--- src/slp_pkg.sv ---
// Purpose: Shared constants for the strap latch and port mapping block.
// Assumes: APB slave with 32-bit data, one aligned word per register.
// Notes: All offsets are byte addresses.
package slp_pkg;

  // ==========================================================
  // Register offsets
  localparam logic [7:0] OFS_STATUS = 8'h00;
  localparam logic [7:0] OFS_CHARGE = 8'h04;
  localparam logic [7:0] OFS_HOSTCFG = 8'h08;
  localparam logic [7:0] OFS_PINOUT = 8'h0c;
  localparam logic [7:0] OFS_PORTS = 8'h10;

  // ==========================================================
  // Strap pin positions and widths
  localparam int STRAP_W = 6;
  localparam int STRAP_MODE = 0;
  localparam int STRAP_SWAP = 1;
  localparam int STRAP_CHG_LSB = 2;
  localparam int PORT_W = 5;
  localparam int LOG_W = 3;

  // ==========================================================
  // Field positions
  localparam int ST_MODE = 0;
  localparam int ST_SWAP = 1;
  localparam int ST_HOST = 2;
  localparam int ST_VALID = 3;
  localparam int HC_MODE = 0;
  localparam int HC_SWAP = 1;
  localparam int PS_UP_LSB = 0;
  localparam int PS_EN_LSB = 5;
  localparam int PS_OCS_LSB = 10;
  localparam int PS_DCNT_LSB = 16;

  // ==========================================================
  // Reset values and topology figures
  localparam logic [4:0] CHARGE_RST = 5'h00;
  localparam logic [1:0] HOSTCFG_RST = 2'h0;
  localparam logic [5:0] PINOUT_RST = 6'h00;
  localparam logic [2:0] DCNT_ONE_UP = 3'h4;
  localparam logic [2:0] DCNT_TWO_UP = 3'h3;

  typedef enum logic [0:0]
  {
    SLP_HOLD = 1'b0,
    SLP_RUN = 1'b1
  } slp_state_e;

endpackage

--- src/slp_strap_latch.sv ---
// Purpose: Latches configuration straps at reset release and derives the
//   port topology, port roles and per-port charge enables.
// Assumes: All inputs synchronous to clk_i; strap pins are six signals.
// Notes: Registers are reached over APB.
// Overview of operation
// RULE1: Strap pins undriven while power-on or external reset is active.
// RULE2: On reset release, strap levels are captured as feature defaults.
// RULE3: After capture, strap pins are driven as normal outputs.
// RULE4: Board only pulls straps with resistors, never drives them.
// RULE5: Topology strap 0 means one up four down, 1 two up three down.
// RULE6: One-up mode: swap 0 port 0 upstream, swap 1 port 1 upstream.
// RULE7: One-up mode with swap low gives standard four downstream ports.
// RULE8: One-up swapped mode: no overcurrent sensing on physical port 0.
// RULE9: Two-up mode: the non-upstream port of ports 0 and 1 is disabled.
// RULE10: Physical ports 2, 3, 4 appear as logical ports 1, 2, 3.
// RULE11: Four charge straps high at capture advertise charging support.
// RULE12: Both serial lines high at capture: straps ignored, host config used.
// RULE13: Charge enable register bit 1 maps to downstream port 1, upward.
// RULE14: Captured values hold until the next reset release recaptures.
`timescale 1ns/100ps

module slp_strap_latch
(
  input wire logic clk_i,
  input wire logic sys_rst_i,
  input wire logic por_i,
  input wire logic ext_rst_n_i,
  input wire logic cfg_sda_i,
  input wire logic cfg_scl_i,
  input wire logic [5:0] strap_in_i,
  output logic [5:0] strap_out_o,
  output logic [5:0] strap_oe_o,
  input wire logic [7:0] paddr_i,
  input wire logic psel_i,
  input wire logic penable_i,
  input wire logic pwrite_i,
  input wire logic [31:0] pwdata_i,
  output logic pready_o,
  output logic [31:0] prdata_o,
  output logic pslverr_o,
  output logic [4:0] port_upstream_o,
  output logic [4:0] port_enable_o,
  output logic [4:0] overcurrent_sense_en_o,
  output logic [2:0] downstream_count_o,
  output logic [8:0] logical_port_phys_o,
  output logic [4:1] charge_advertise_o,
  output logic config_valid_o
);

  // ==========================================================
  // Helpers

  function automatic logic [2:0] phys_of_logical(input int idx);
    phys_of_logical = 3'(idx + 2);
  endfunction

  function automatic logic reg_hit(input logic [7:0] a);
    reg_hit = (a == slp_pkg::OFS_STATUS) ||
              (a == slp_pkg::OFS_CHARGE) ||
              (a == slp_pkg::OFS_HOSTCFG) ||
              (a == slp_pkg::OFS_PINOUT) ||
              (a == slp_pkg::OFS_PORTS);
  endfunction

  // ==========================================================
  // Strap state

  slp_pkg::slp_state_e state;
  logic hold;
  logic cap_mode;
  logic cap_swap;
  logic cap_host;
  logic cap_valid;
  logic [4:0] charge;
  logic [1:0] host_cfg;
  logic [5:0] pin_out;
  logic eff_mode;
  logic eff_swap;
  logic acc;
  logic wr;
  logic [4:0] next_up;
  logic [4:0] next_en;
  logic [4:0] next_ocs;
  logic [31:0] rd_val;

  assign hold = por_i | ~ext_rst_n_i;
  assign acc = psel_i & penable_i & pready_o;
  assign wr = acc & pwrite_i;

  // RULE1: undrive while held.
  // RULE3: drive once captured.
  always_ff @(posedge clk_i)
  begin
    if (sys_rst_i)
    begin
      state <= slp_pkg::SLP_HOLD;
      strap_oe_o <= 6'h00;
    end
    else
    begin
      case (state)
        slp_pkg::SLP_HOLD:
        begin
          if (!hold)
          begin
            state <= slp_pkg::SLP_RUN;
            strap_oe_o <= 6'h3f;
          end
        end
        slp_pkg::SLP_RUN:
        begin
          if (hold)
          begin
            state <= slp_pkg::SLP_HOLD;
            strap_oe_o <= 6'h00;
          end
        end
        default:
        begin
          state <= slp_pkg::SLP_HOLD;
          strap_oe_o <= 6'h00;
        end
      endcase
    end
  end

  // Pins are still undriven in the capture cycle, so the board level
  // is what gets sampled, not our own output.
  // RULE2: capture on release.
  // RULE5: topology strap.
  // RULE12: serial lines select host config.
  // RULE14: hold until recapture.
  always_ff @(posedge clk_i)
  begin
    if (sys_rst_i)
    begin
      cap_mode <= 1'b0;
      cap_swap <= 1'b0;
      cap_host <= 1'b0;
      cap_valid <= 1'b0;
    end
    else if (state == slp_pkg::SLP_HOLD && !hold)
    begin
      cap_mode <= strap_in_i[slp_pkg::STRAP_MODE];
      cap_swap <= strap_in_i[slp_pkg::STRAP_SWAP];
      cap_host <= cfg_sda_i & cfg_scl_i;
      cap_valid <= 1'b1;
    end
    else if (hold)
    begin
      cap_valid <= 1'b0;
    end
  end

  // RULE11: charge straps load defaults.
  // RULE13: bit n is downstream port n.
  always_ff @(posedge clk_i)
  begin
    if (sys_rst_i)
    begin
      charge <= slp_pkg::CHARGE_RST;
    end
    else if (state == slp_pkg::SLP_HOLD && !hold)
    begin
      if (cfg_sda_i & cfg_scl_i)
      begin
        charge <= slp_pkg::CHARGE_RST;
      end
      else
      begin
        charge <= {strap_in_i[slp_pkg::STRAP_CHG_LSB +: 4], 1'b0};
      end
    end
    else if (wr && paddr_i == slp_pkg::OFS_CHARGE)
    begin
      charge <= {pwdata_i[4:1], 1'b0};
    end
  end

  always_ff @(posedge clk_i)
  begin
    if (sys_rst_i)
    begin
      host_cfg <= slp_pkg::HOSTCFG_RST;
    end
    else if (wr && paddr_i == slp_pkg::OFS_HOSTCFG)
    begin
      host_cfg <= pwdata_i[1:0];
    end
  end

  always_ff @(posedge clk_i)
  begin
    if (sys_rst_i)
    begin
      pin_out <= slp_pkg::PINOUT_RST;
    end
    else if (wr && paddr_i == slp_pkg::OFS_PINOUT)
    begin
      pin_out <= pwdata_i[5:0];
    end
  end

  // RULE3: functional output value.
  always_ff @(posedge clk_i)
  begin
    if (sys_rst_i)
    begin
      strap_out_o <= slp_pkg::PINOUT_RST;
    end
    else
    begin
      strap_out_o <= pin_out;
    end
  end

  // ==========================================================
  // Port roles

  // RULE12: host settings replace straps.
  assign eff_mode = cap_host ? host_cfg[slp_pkg::HC_MODE] : cap_mode;
  assign eff_swap = cap_host ? host_cfg[slp_pkg::HC_SWAP] : cap_swap;

  always_comb
  begin
    next_up = 5'h00;
    next_en = 5'h1c;
    next_ocs = 5'h1c;
    // RULE6: swap picks the upstream port.
    next_up[0] = ~eff_swap;
    next_up[1] = eff_swap;
    if (eff_mode)
    begin
      // RULE9: the other port is disabled.
      next_en[0] = ~eff_swap;
      next_en[1] = eff_swap;
    end
    else
    begin
      // RULE7: swap low is a plain hub.
      next_en[0] = 1'b1;
      next_en[1] = 1'b1;
      next_ocs[1] = ~eff_swap;
      // RULE8: no sensing on swapped port 0.
      next_ocs[0] = 1'b0;
    end
    if (!cap_valid)
    begin
      next_en = 5'h00;
      next_ocs = 5'h00;
    end
  end

  always_ff @(posedge clk_i)
  begin
    if (sys_rst_i)
    begin
      port_upstream_o <= 5'h00;
      port_enable_o <= 5'h00;
      overcurrent_sense_en_o <= 5'h00;
      downstream_count_o <= 3'h0;
      config_valid_o <= 1'b0;
    end
    else
    begin
      port_upstream_o <= next_up;
      port_enable_o <= next_en;
      overcurrent_sense_en_o <= next_ocs;
      // RULE5: downstream count per topology.
      downstream_count_o <= eff_mode ? slp_pkg::DCNT_TWO_UP :
                            slp_pkg::DCNT_ONE_UP;
      config_valid_o <= cap_valid;
    end
  end

  // RULE11: advertise only once captured.
  always_ff @(posedge clk_i)
  begin
    if (sys_rst_i)
    begin
      charge_advertise_o <= 4'h0;
    end
    else
    begin
      charge_advertise_o <= cap_valid ? charge[4:1] : 4'h0;
    end
  end

  // The mapping is fixed, but registering it keeps every output a flop.
  genvar gi;
  generate
    for (gi = 0; gi < slp_pkg::LOG_W; gi++)
    begin : g_map
      // RULE10: physical n+1 is logical n.
      always_ff @(posedge clk_i)
      begin
        if (sys_rst_i)
        begin
          logical_port_phys_o[gi*3 +: 3] <= 3'h0;
        end
        else
        begin
          logical_port_phys_o[gi*3 +: 3] <= phys_of_logical(gi);
        end
      end
    end
  endgenerate

  // ==========================================================
  // APB slave

  always_comb
  begin
    rd_val = 32'h0;
    case (paddr_i)
      slp_pkg::OFS_STATUS:
      begin
        rd_val[slp_pkg::ST_MODE] = cap_mode;
        rd_val[slp_pkg::ST_SWAP] = cap_swap;
        rd_val[slp_pkg::ST_HOST] = cap_host;
        rd_val[slp_pkg::ST_VALID] = cap_valid;
      end
      slp_pkg::OFS_CHARGE:
      begin
        rd_val[4:0] = charge;
      end
      slp_pkg::OFS_HOSTCFG:
      begin
        rd_val[1:0] = host_cfg;
      end
      slp_pkg::OFS_PINOUT:
      begin
        rd_val[5:0] = pin_out;
      end
      slp_pkg::OFS_PORTS:
      begin
        rd_val[slp_pkg::PS_UP_LSB +: 5] = port_upstream_o;
        rd_val[slp_pkg::PS_EN_LSB +: 5] = port_enable_o;
        rd_val[slp_pkg::PS_OCS_LSB +: 5] = overcurrent_sense_en_o;
        rd_val[slp_pkg::PS_DCNT_LSB +: 3] = downstream_count_o;
      end
      default:
      begin
        rd_val = 32'h0;
      end
    endcase
  end

  // One wait state: pready rises in the second access cycle.
  always_ff @(posedge clk_i)
  begin
    if (sys_rst_i)
    begin
      pready_o <= 1'b0;
      prdata_o <= 32'h0;
      pslverr_o <= 1'b0;
    end
    else if (psel_i && penable_i && !pready_o)
    begin
      pready_o <= 1'b1;
      prdata_o <= pwrite_i ? 32'h0 : rd_val;
      pslverr_o <= ~reg_hit(paddr_i);
    end
    else
    begin
      pready_o <= 1'b0;
      prdata_o <= 32'h0;
      pslverr_o <= 1'b0;
    end
  end

endmodule

--- config.mk ---
export PLATFORM = sky130hd
export DESIGN_NAME = slp_strap_latch
export DESIGN_NICKNAME = d
export VERILOG_FILES = /design/src/slp_pkg.sv /design/src/slp_strap_latch.sv
export SDC_FILE = /design/constraint.sdc
export NUM_CORES = 1
export LEC_CHECK = 0
export ABC_AREA = 1
export ABC_CLOCK_PERIOD_IN_PS = 2100
export BUFFER_PORTS_ARGS = -buffer_cell sky130_fd_sc_hd__buf_4
export CAP_MARGIN = 20
export CORE_MARGIN = 8
export CORE_UTILIZATION = 30
export CTS_BUF_LIST = sky130_fd_sc_hd__clkbuf_4 sky130_fd_sc_hd__clkbuf_8 sky130_fd_sc_hd__clkbuf_16
export CTS_CLUSTER_DIAMETER = 80
export DETAILED_ROUTE_END_ITERATION = 7
export MAX_ROUTING_LAYER = met4
export PLACE_DENSITY = 0.7
export SLEW_MARGIN = 20
export SYNTH_ARGS = -nofsm -noshare
export SYNTH_HDL_FRONTEND = slang
export SYNTH_SLANG_ARGS = --single-unit
export TNS_END_PERCENT = 5
--- constraint.sdc ---
create_clock -name clk_i -period 2.1 [get_ports clk_i]
set_input_delay 0.21 -clock clk_i [delete_from_list [all_inputs] [get_ports clk_i]]
set_output_delay 0.21 -clock clk_i [all_outputs]
set_load 0.005 [all_outputs]
==> impl_results.md, run 1 <==
* Mux cell area share after synthesis at 0%
* Hpwl dp at between 4 and 5 mm
* Final worst-path cycle share at 74.4%
* Setup CP Type: reg2reg
* First-pass GRT wire length at 8.87 mm
* Final slew viol count at 0
* Accumulated negative setup slack at 0 ns
* Fmax at ~0.64 GHz
* Largest family of logic cells by synthesized area: simple AND/OR/NAND/NOR gates
* IO Port Bufs at 82
* Global Route Usage Sum at ~11%
* Vias per cell at around 4.2
* Vias in the first global route at about 2,000
* HP Class: in2reg
* Clock Skew at roughly 0.0090 ns
* Hold path cells at 2
* Final hold vios at 0
* R2R Setup Slk at 0.54 ns
* Initial antenna violation count at 0
* Inserted Diodes at 0
* Synth unique cells at 31
* Total vias in the final route at roughly 1,900
* Full die area at 10,700 um^2
* Synth warn at 0
* Worst path required time at 2.33 ns
* DRC at 0
* Crit end category: register
* Layout cell share with drive strength beyond 1 at a little under a third
* Reg2reg start: state
* Placed Instances at 450
* Worst hold slack at about 0.076 ns
* Adder-cell area share of the yosys netlist at roughly 1.1%
* Chip height at between 100 and 150 um
* Max_cap viols at 0
* Worst slew margin at between 60% and 70%
* Drt total wl at 5.75 mm
* Pre-antenna DRT Iters at 4
* Switching Share at between 20% and 30%
* Internal power of the cells at approximately 0.0014 W
* Worst reg2reg path endpoint: charge[1]
* Part of the power in registers at 52.9%
* Antenna Nets Post-Route at 0
* Nets at 412
* Clk sinks at 50
* Critical path startpoint category: register
* GPL Wtd Cong at between 0.8 and 0.9
* Core area at roughly 7600 um^2
* Worst Reg2Reg Path Length in Cells at 8
* Syn Inst Count at just under 300
* DR iter-0 viols at about 120
* Global route overflow at 0
* Logic pwr share at 10.5%
* Compound-Gate Fraction of Synth Area at between 8 and 9%
* H-tree depth at 2
* Clock slew at reported path FFs at approximately 0.08 ns
* Worst Hold Launch: por_i
* Post-CTS Setup Inserts at 0
* Total CTS buffers at 5
* Largest net degree at the start of global routing at 17
* Starting Density at between 30% and 40%
* Clock tree buffer depth at 2
* Worst Tran Pin Value at roughly 0.54 ns
* Setup-failing EPs final at 0
* CTS resizes at 0
* Post-synthesis register bit count at 50
* TritonCTS clock tree: done
* Clock power frac at between 30% and 40%
* Die X at about 100 um
* WHS Endpoint: state
* Leakage at about 1.4 nW
* Root buffer selected by CTS: clkbuf_8
* Non-filler cells, final at 458
* Mapped Area at about 2300 um^2
* RSZ-0062 raised after global routing: no
* Seq/Total Area, Yosys at a little over two fifths
* I/O pin cnt at roughly 130
* Synth Area in Simple Gates at 24.0%
* Outcome: completed
* Hold-fix buffers at CTS at 0
* Drt wl/cell at 12.5 um
* Post-Synth XOR/XNOR Area at 0%
* Row count at 32
* PwrDens at around 650 nW/um^2
* VDD IR max at 0.000282 V
* Area delta synth->final at 26.1%
* Later-pin clock latency in the skew report at approximately 0.30 ns
* Net Sw Power at around 0.00042 W
* Syn_area_per_cell at 7.88 um^2
* Crit path arrival time at around 1.8 ns
* Tmin final at around 1.6 ns
* Crit path max fanout at 10
stage by stage:
step	cell area [um^2]	power, W	util (%)	setup WS, ns
finish	2880	0.00187	38.1	0.537
global route	2880	0.00197	38.1	0.347
CTS	2880	0.00189	38.1	0.542
detailed placement	2770	0.00121	36.6	0.428
global placement	2770	0.00120	36.6	0.458
floorplan	2370	0.00115	-	0.861
critical path, cell delays in order (launching register included):
cell and delay (ns):
dfxtp_1 0.33, inv_1 0.05, ha_1 0.20, inv_2 0.12
a21oi_1 0.45, a22oi_1 0.13, nand2_1 0.10, nand2_1 0.05
nor2_1 0.08
layout make-up:
class / count / area (um^2)
Multi-Input combinational cell: 175 / 861
Clock inverter: 1 / 30.0
Clock buffer: 7 / 83.8
Sequential cell: 50 / 1000
Inverter: 39 / 146
Tap cell: 102 / 128
Fill cell: 782 / 4690
Timing Repair Buffer: 84 / 631
sequential cells by signal (all words and copies together), names as in the netlist, 2 cells and up:
signal and count:
downstream_count_o 2, prdata_o 11, charge_advertise_o 4, port_enable_o 3
port_upstream_o 2, strap_out_o 6, host_cfg 2, charge 4
pin_out 6
logic make-up (layout without fill, tap and decap cells):
family                     Yosys count  in the layout
AOI/OAI and AO/OA                   34             34
adders and majority gates            2              2
buffers and inverters               88            131
DFF                                 50             50
other                                1             24
and+or+nand+nor                    115            115
worst max path at each step:
stage	startpoint	end	slack, ns	cells past startpoint
after CTS	state	charge[1]	0.54	8
after floorplan	ext_rst_n_i	charge[1]	0.86	9
final	state	charge[1]	0.54	8
after global routing	state	charge[2]	0.35	8
after global placement	por_i	charge[1]	0.46	9
after detailed placement	por_i	charge[1]	0.43	9
power groups by stage:
stage          clock (W)  sequential, W  combinational [W]
2_1_floorplan          0        0.00101           0.000143
3_3_place_gp           0        0.00101           0.000193
3_5_place_dp           0        0.00101           0.000196
4_1_cts         0.000707       0.000989           0.000197
5_1_grt         0.000755       0.000993           0.000220
6_report        0.000684       0.000989           0.000197
synth_stat cells:
cell,number,area share (%)
a211oi_1,1,0.33
a21oi_1,12,2.6
a22oi_1,4,1.3
and2_1,1,0.27
buf_1,1,0.16
buf_2,2,0.44
buf_4,45,15
buf_6,1,0.49
conb_1,1,0.16
dfxtp_1,50,44
ha_1,2,1.1
inv_1,37,6.1
inv_2,2,0.33
nand2_1,31,5.1
nand2_2,5,1.4
nand2_4,1,0.49
nand3_1,11,2.4
nand3_4,1,0.77
nand3b_1,1,0.33
nand4_1,1,0.27
nor2_1,48,7.9
nor2_2,2,0.55
nor2_4,3,1.5
nor3_1,7,1.5
nor3_4,1,0.71
nor3b_1,1,0.33
nor3b_2,1,0.55
o211ai_1,1,0.33
o21ai_0,11,2.4
o21ai_1,4,0.88
o21ai_4,1,0.71
per-layer routing:
layer | global-route usage (%) | up-vias | routed length, um
li1 | - | 959 | -
met1 | 12.5 | 862 | 2470
met2 | 18.2 | 92 | 2680
met3 | 3.55 | 8 | 539
met4 | 2.89 | 0 | 61
met5 | - | - | 0
layout by cell type, fill, tap and decap left out, drive strengths merged:
| cell type | synthesis | routed |
|---|---|---|
| a211oi | 1 | 1 |
| and2 | 1 | 1 |
| nor3 | 8 | 8 |
| nand3 | 12 | 12 |
| inv | 39 | 39 |
| nand4 | 1 | 1 |
| nor2 | 53 | 53 |
| a21oi | 12 | 12 |
| nor3b | 2 | 2 |
| bufinv | 0 | 1 |
| ha | 2 | 2 |
| nand2 | 37 | 37 |
| clkbuf | 0 | 7 |
| conb | 1 | 24 |
| dfxtp | 50 | 50 |
| o211ai | 1 | 1 |
| a22oi | 4 | 4 |
| nand3b | 1 | 1 |
| o21ai | 16 | 16 |
| buf | 49 | 84 |
No activity file was read; power rests on OpenSTA's default activity.
==> inputs of run 2 (changes only) <==
--- a/config.mk
+++ b/config.mk
@@ -6,7 +6,7 @@
 export NUM_CORES = 1
 export LEC_CHECK = 0
 export ABC_AREA = 1
-export ABC_CLOCK_PERIOD_IN_PS = 2100
+export ABC_CLOCK_PERIOD_IN_PS = 1600
 export BUFFER_PORTS_ARGS = -buffer_cell sky130_fd_sc_hd__buf_4
 export CAP_MARGIN = 20
 export CORE_MARGIN = 8
==> constraint.sdc (replaced) <==
create_clock -name clk_i -period 1.6 [get_ports clk_i]
set_input_delay 0.16 -clock clk_i [delete_from_list [all_inputs] [get_ports clk_i]]
set_output_delay 0.16 -clock clk_i [all_outputs]
set_load 0.005 [all_outputs]
==> run 2 against run 1 <==
Sequential power up 31%. Largest power group unchanged. Core utilization decreased by 0.17 points. Via count is 3.0% lower. Sequential share of layout area increased by 0.15 points. Setup slack worse by 0.25 ns. Design area shrank 0.43%. Power grew 21%. Highest routed layer unchanged. First-iteration DRC count down 35%.
==> impl_results.md, run 2 (synthesized netlist as in run 1, its figures left out) <==
* Drt total wl at 5.75 mm
* Layout cell share with drive strength beyond 1 at between 30 and 40%
* Accumulated negative setup slack at 0 ns
* Worst path required time at 1.80 ns
* Nets at just over 400
* Root buffer selected by CTS: clkbuf_8
* Tmin final at 1.31 ns
* Worst reg2reg path endpoint: charge[4]
* Fillers at 803
* Core area at approximately 7600 um^2
* Net Sw Power at roughly 0.00056 W
* Full die area at 10,700 um^2
* Total CTS buffers at 5
* Pre-antenna DRT Iters at 4
* Leakage at ~1.4 nW
* Placed Instances at around 450
* Hold-fix buffers at CTS at 0
* DRC at 0
* Critical path startpoint category: register
* First-pass GRT wire length at 8.85 mm
* Reg2reg start: state
* Clk sinks at 50
* Antenna Nets Post-Route at 0
* Largest net degree at the start of global routing at 17
* Commonest non-fill, non-tap cell in the layout: buf_4
* Crit end category: register
* Area delta synth->final at 25.5%
* Clock Skew at ~0.0067 ns
* Post-place setup slack at ~0.14 ns
* Clock tree buffer depth at 2
* DR iter-0 viols at 77
* Setup crit start: state
* Row count at 32
* Biggest regs: prdata_o (11), pin_out (6), strap_out_o (6)
* Vias in the first global route at 1,887
* Top reg by flops: prdata_o
* Final worst-path cycle share at 82.0%
* Hold path cells at 2
* Part of the power in registers at between 50 and 60%
* Clock power frac at a little under a third
* Non-filler cells, final at between 400 and 500
* Internal power of the cells at between 0.0015 and 0.002 W
* Global Route Usage Sum at between 10% and 20%
* Max_cap viols at 0
* Die X at around 100 um
* Inserted Diodes at 0
* H-tree depth at 2
* Crit path max fanout at 5
* Logic pwr share at a little under an eighth
* IO Port Bufs at 82
* Drt wl/cell at between 10 and 15 um
* Setup-failing EPs final at 0
* PwrDens at just under 800 nW/um^2
* Total vias in the final route at around 1,900
* Setup CP Type: reg2reg
* R2R Setup Slk at around 0.29 ns
* TritonCTS clock tree: done
* Initial antenna violation count at 0
* Overall power at about 0.0023 W
* Switching Share at between 20% and 30%
* RSZ-0062 raised after global routing: no
* Commonest non-fill, non-tap cells in the layout: buf_4 (87), dfxtp_1 (50), nor2_1 (48), inv_1 (37), nand2_1 (31)
* CTS resizes at 0
* Final worst setup slack at around 0.29 ns
* Global route overflow at 0
* Hpwl dp at 4.70 mm
* Fmax at between 0.7 and 0.8 GHz
* Post-CTS Setup Inserts at 0
* Vias per cell at just over 4
* Worst Hold Launch: por_i
* Worst Reg2Reg Path Length in Cells at 9
* GPL Wtd Cong at between 0.8 and 0.9
* Max reg flops at 11
* Crit path arrival time at about 1.5 ns
* WHS Endpoint: state
* Later-pin clock latency in the skew report at approximately 0.3 ns
* Outcome: completed
* VDD IR max at 0.000386 V
* I/O pin cnt at ~130
* Final hold vios at 0
* Clock slew at reported path FFs at around 0.09 ns
* Starting Density at between 30% and 40%
* Chip height at approximately 100 um
* HP Class: in2reg
* Final slew viol count at 0
-- run 2: through the flow --
stage	util [%]	hold slack [ns]	cell area (um^2)
floorplan	-	0.238	2370
global placement	36.9	0.333	2790
detailed placement	36.9	0.336	2790
CTS	37.9	0.0178	2870
global route	37.9	0.0188	2870
finish	37.9	0.0233	2870
-- run 2: area by class of cell --
| cell class | instances | area (um^2) | share of cell area (%) |
|---|---|---|---|
| Tap cell | 102 | 128 | 4.45 |
| Clock inverter | 2 | 10.0 | 0.349 |
| Multi-Input combinational cell | 175 | 861 | 30.0 |
| Inverter | 39 | 146 | 5.10 |
| Clock buffer | 5 | 68.8 | 2.40 |
| Sequential cell | 50 | 1000 | 34.9 |
| Timing Repair Buffer | 87 | 653 | 22.8 |
-- run 2: worst max-delay path: stages (launching register included) --
cell and delay (ns):
dfxtp_1 0.36, inv_1 0.05, ha_1 0.23, inv_2 0.06, a21oi_1 0.04, buf_4 0.16, a22oi_1 0.14, nand2_1 0.07
nand2_1 0.06, nor2_1 0.04
-- run 2: power groups by stage --
stage	registers, W	logic (W)	clock network, W
after global placement	0.00133	0.000259	0
after CTS	0.00130	0.000264	0.000708
after detailed placement	0.00133	0.000263	0
after floorplan	0.00132	0.000188	0
after global routing	0.00130	0.000297	0.000767
final	0.00130	0.000264	0.000693
-- run 2: layer usage --
layer	GRT usage (%)	vias up	routed length, um
met3	2.81	4	518
met2	18.2	86	2650
met1	12.8	815	2550
met4	2.89	0	29
met5	-	-	0
li1	-	959	-
-- run 2: how the worst max path moves through the flow --
stage / end / slack [ns] / cells past startpoint
final: charge[4] / 0.29 / 9
after global routing: charge[3] / 0.13 / 9
after CTS: charge[4] / 0.29 / 9
after detailed placement: pin_out[1] / 0.14 / 8
after global placement: pin_out[1] / 0.21 / 8
after floorplan: charge[2] / 0.38 / 8
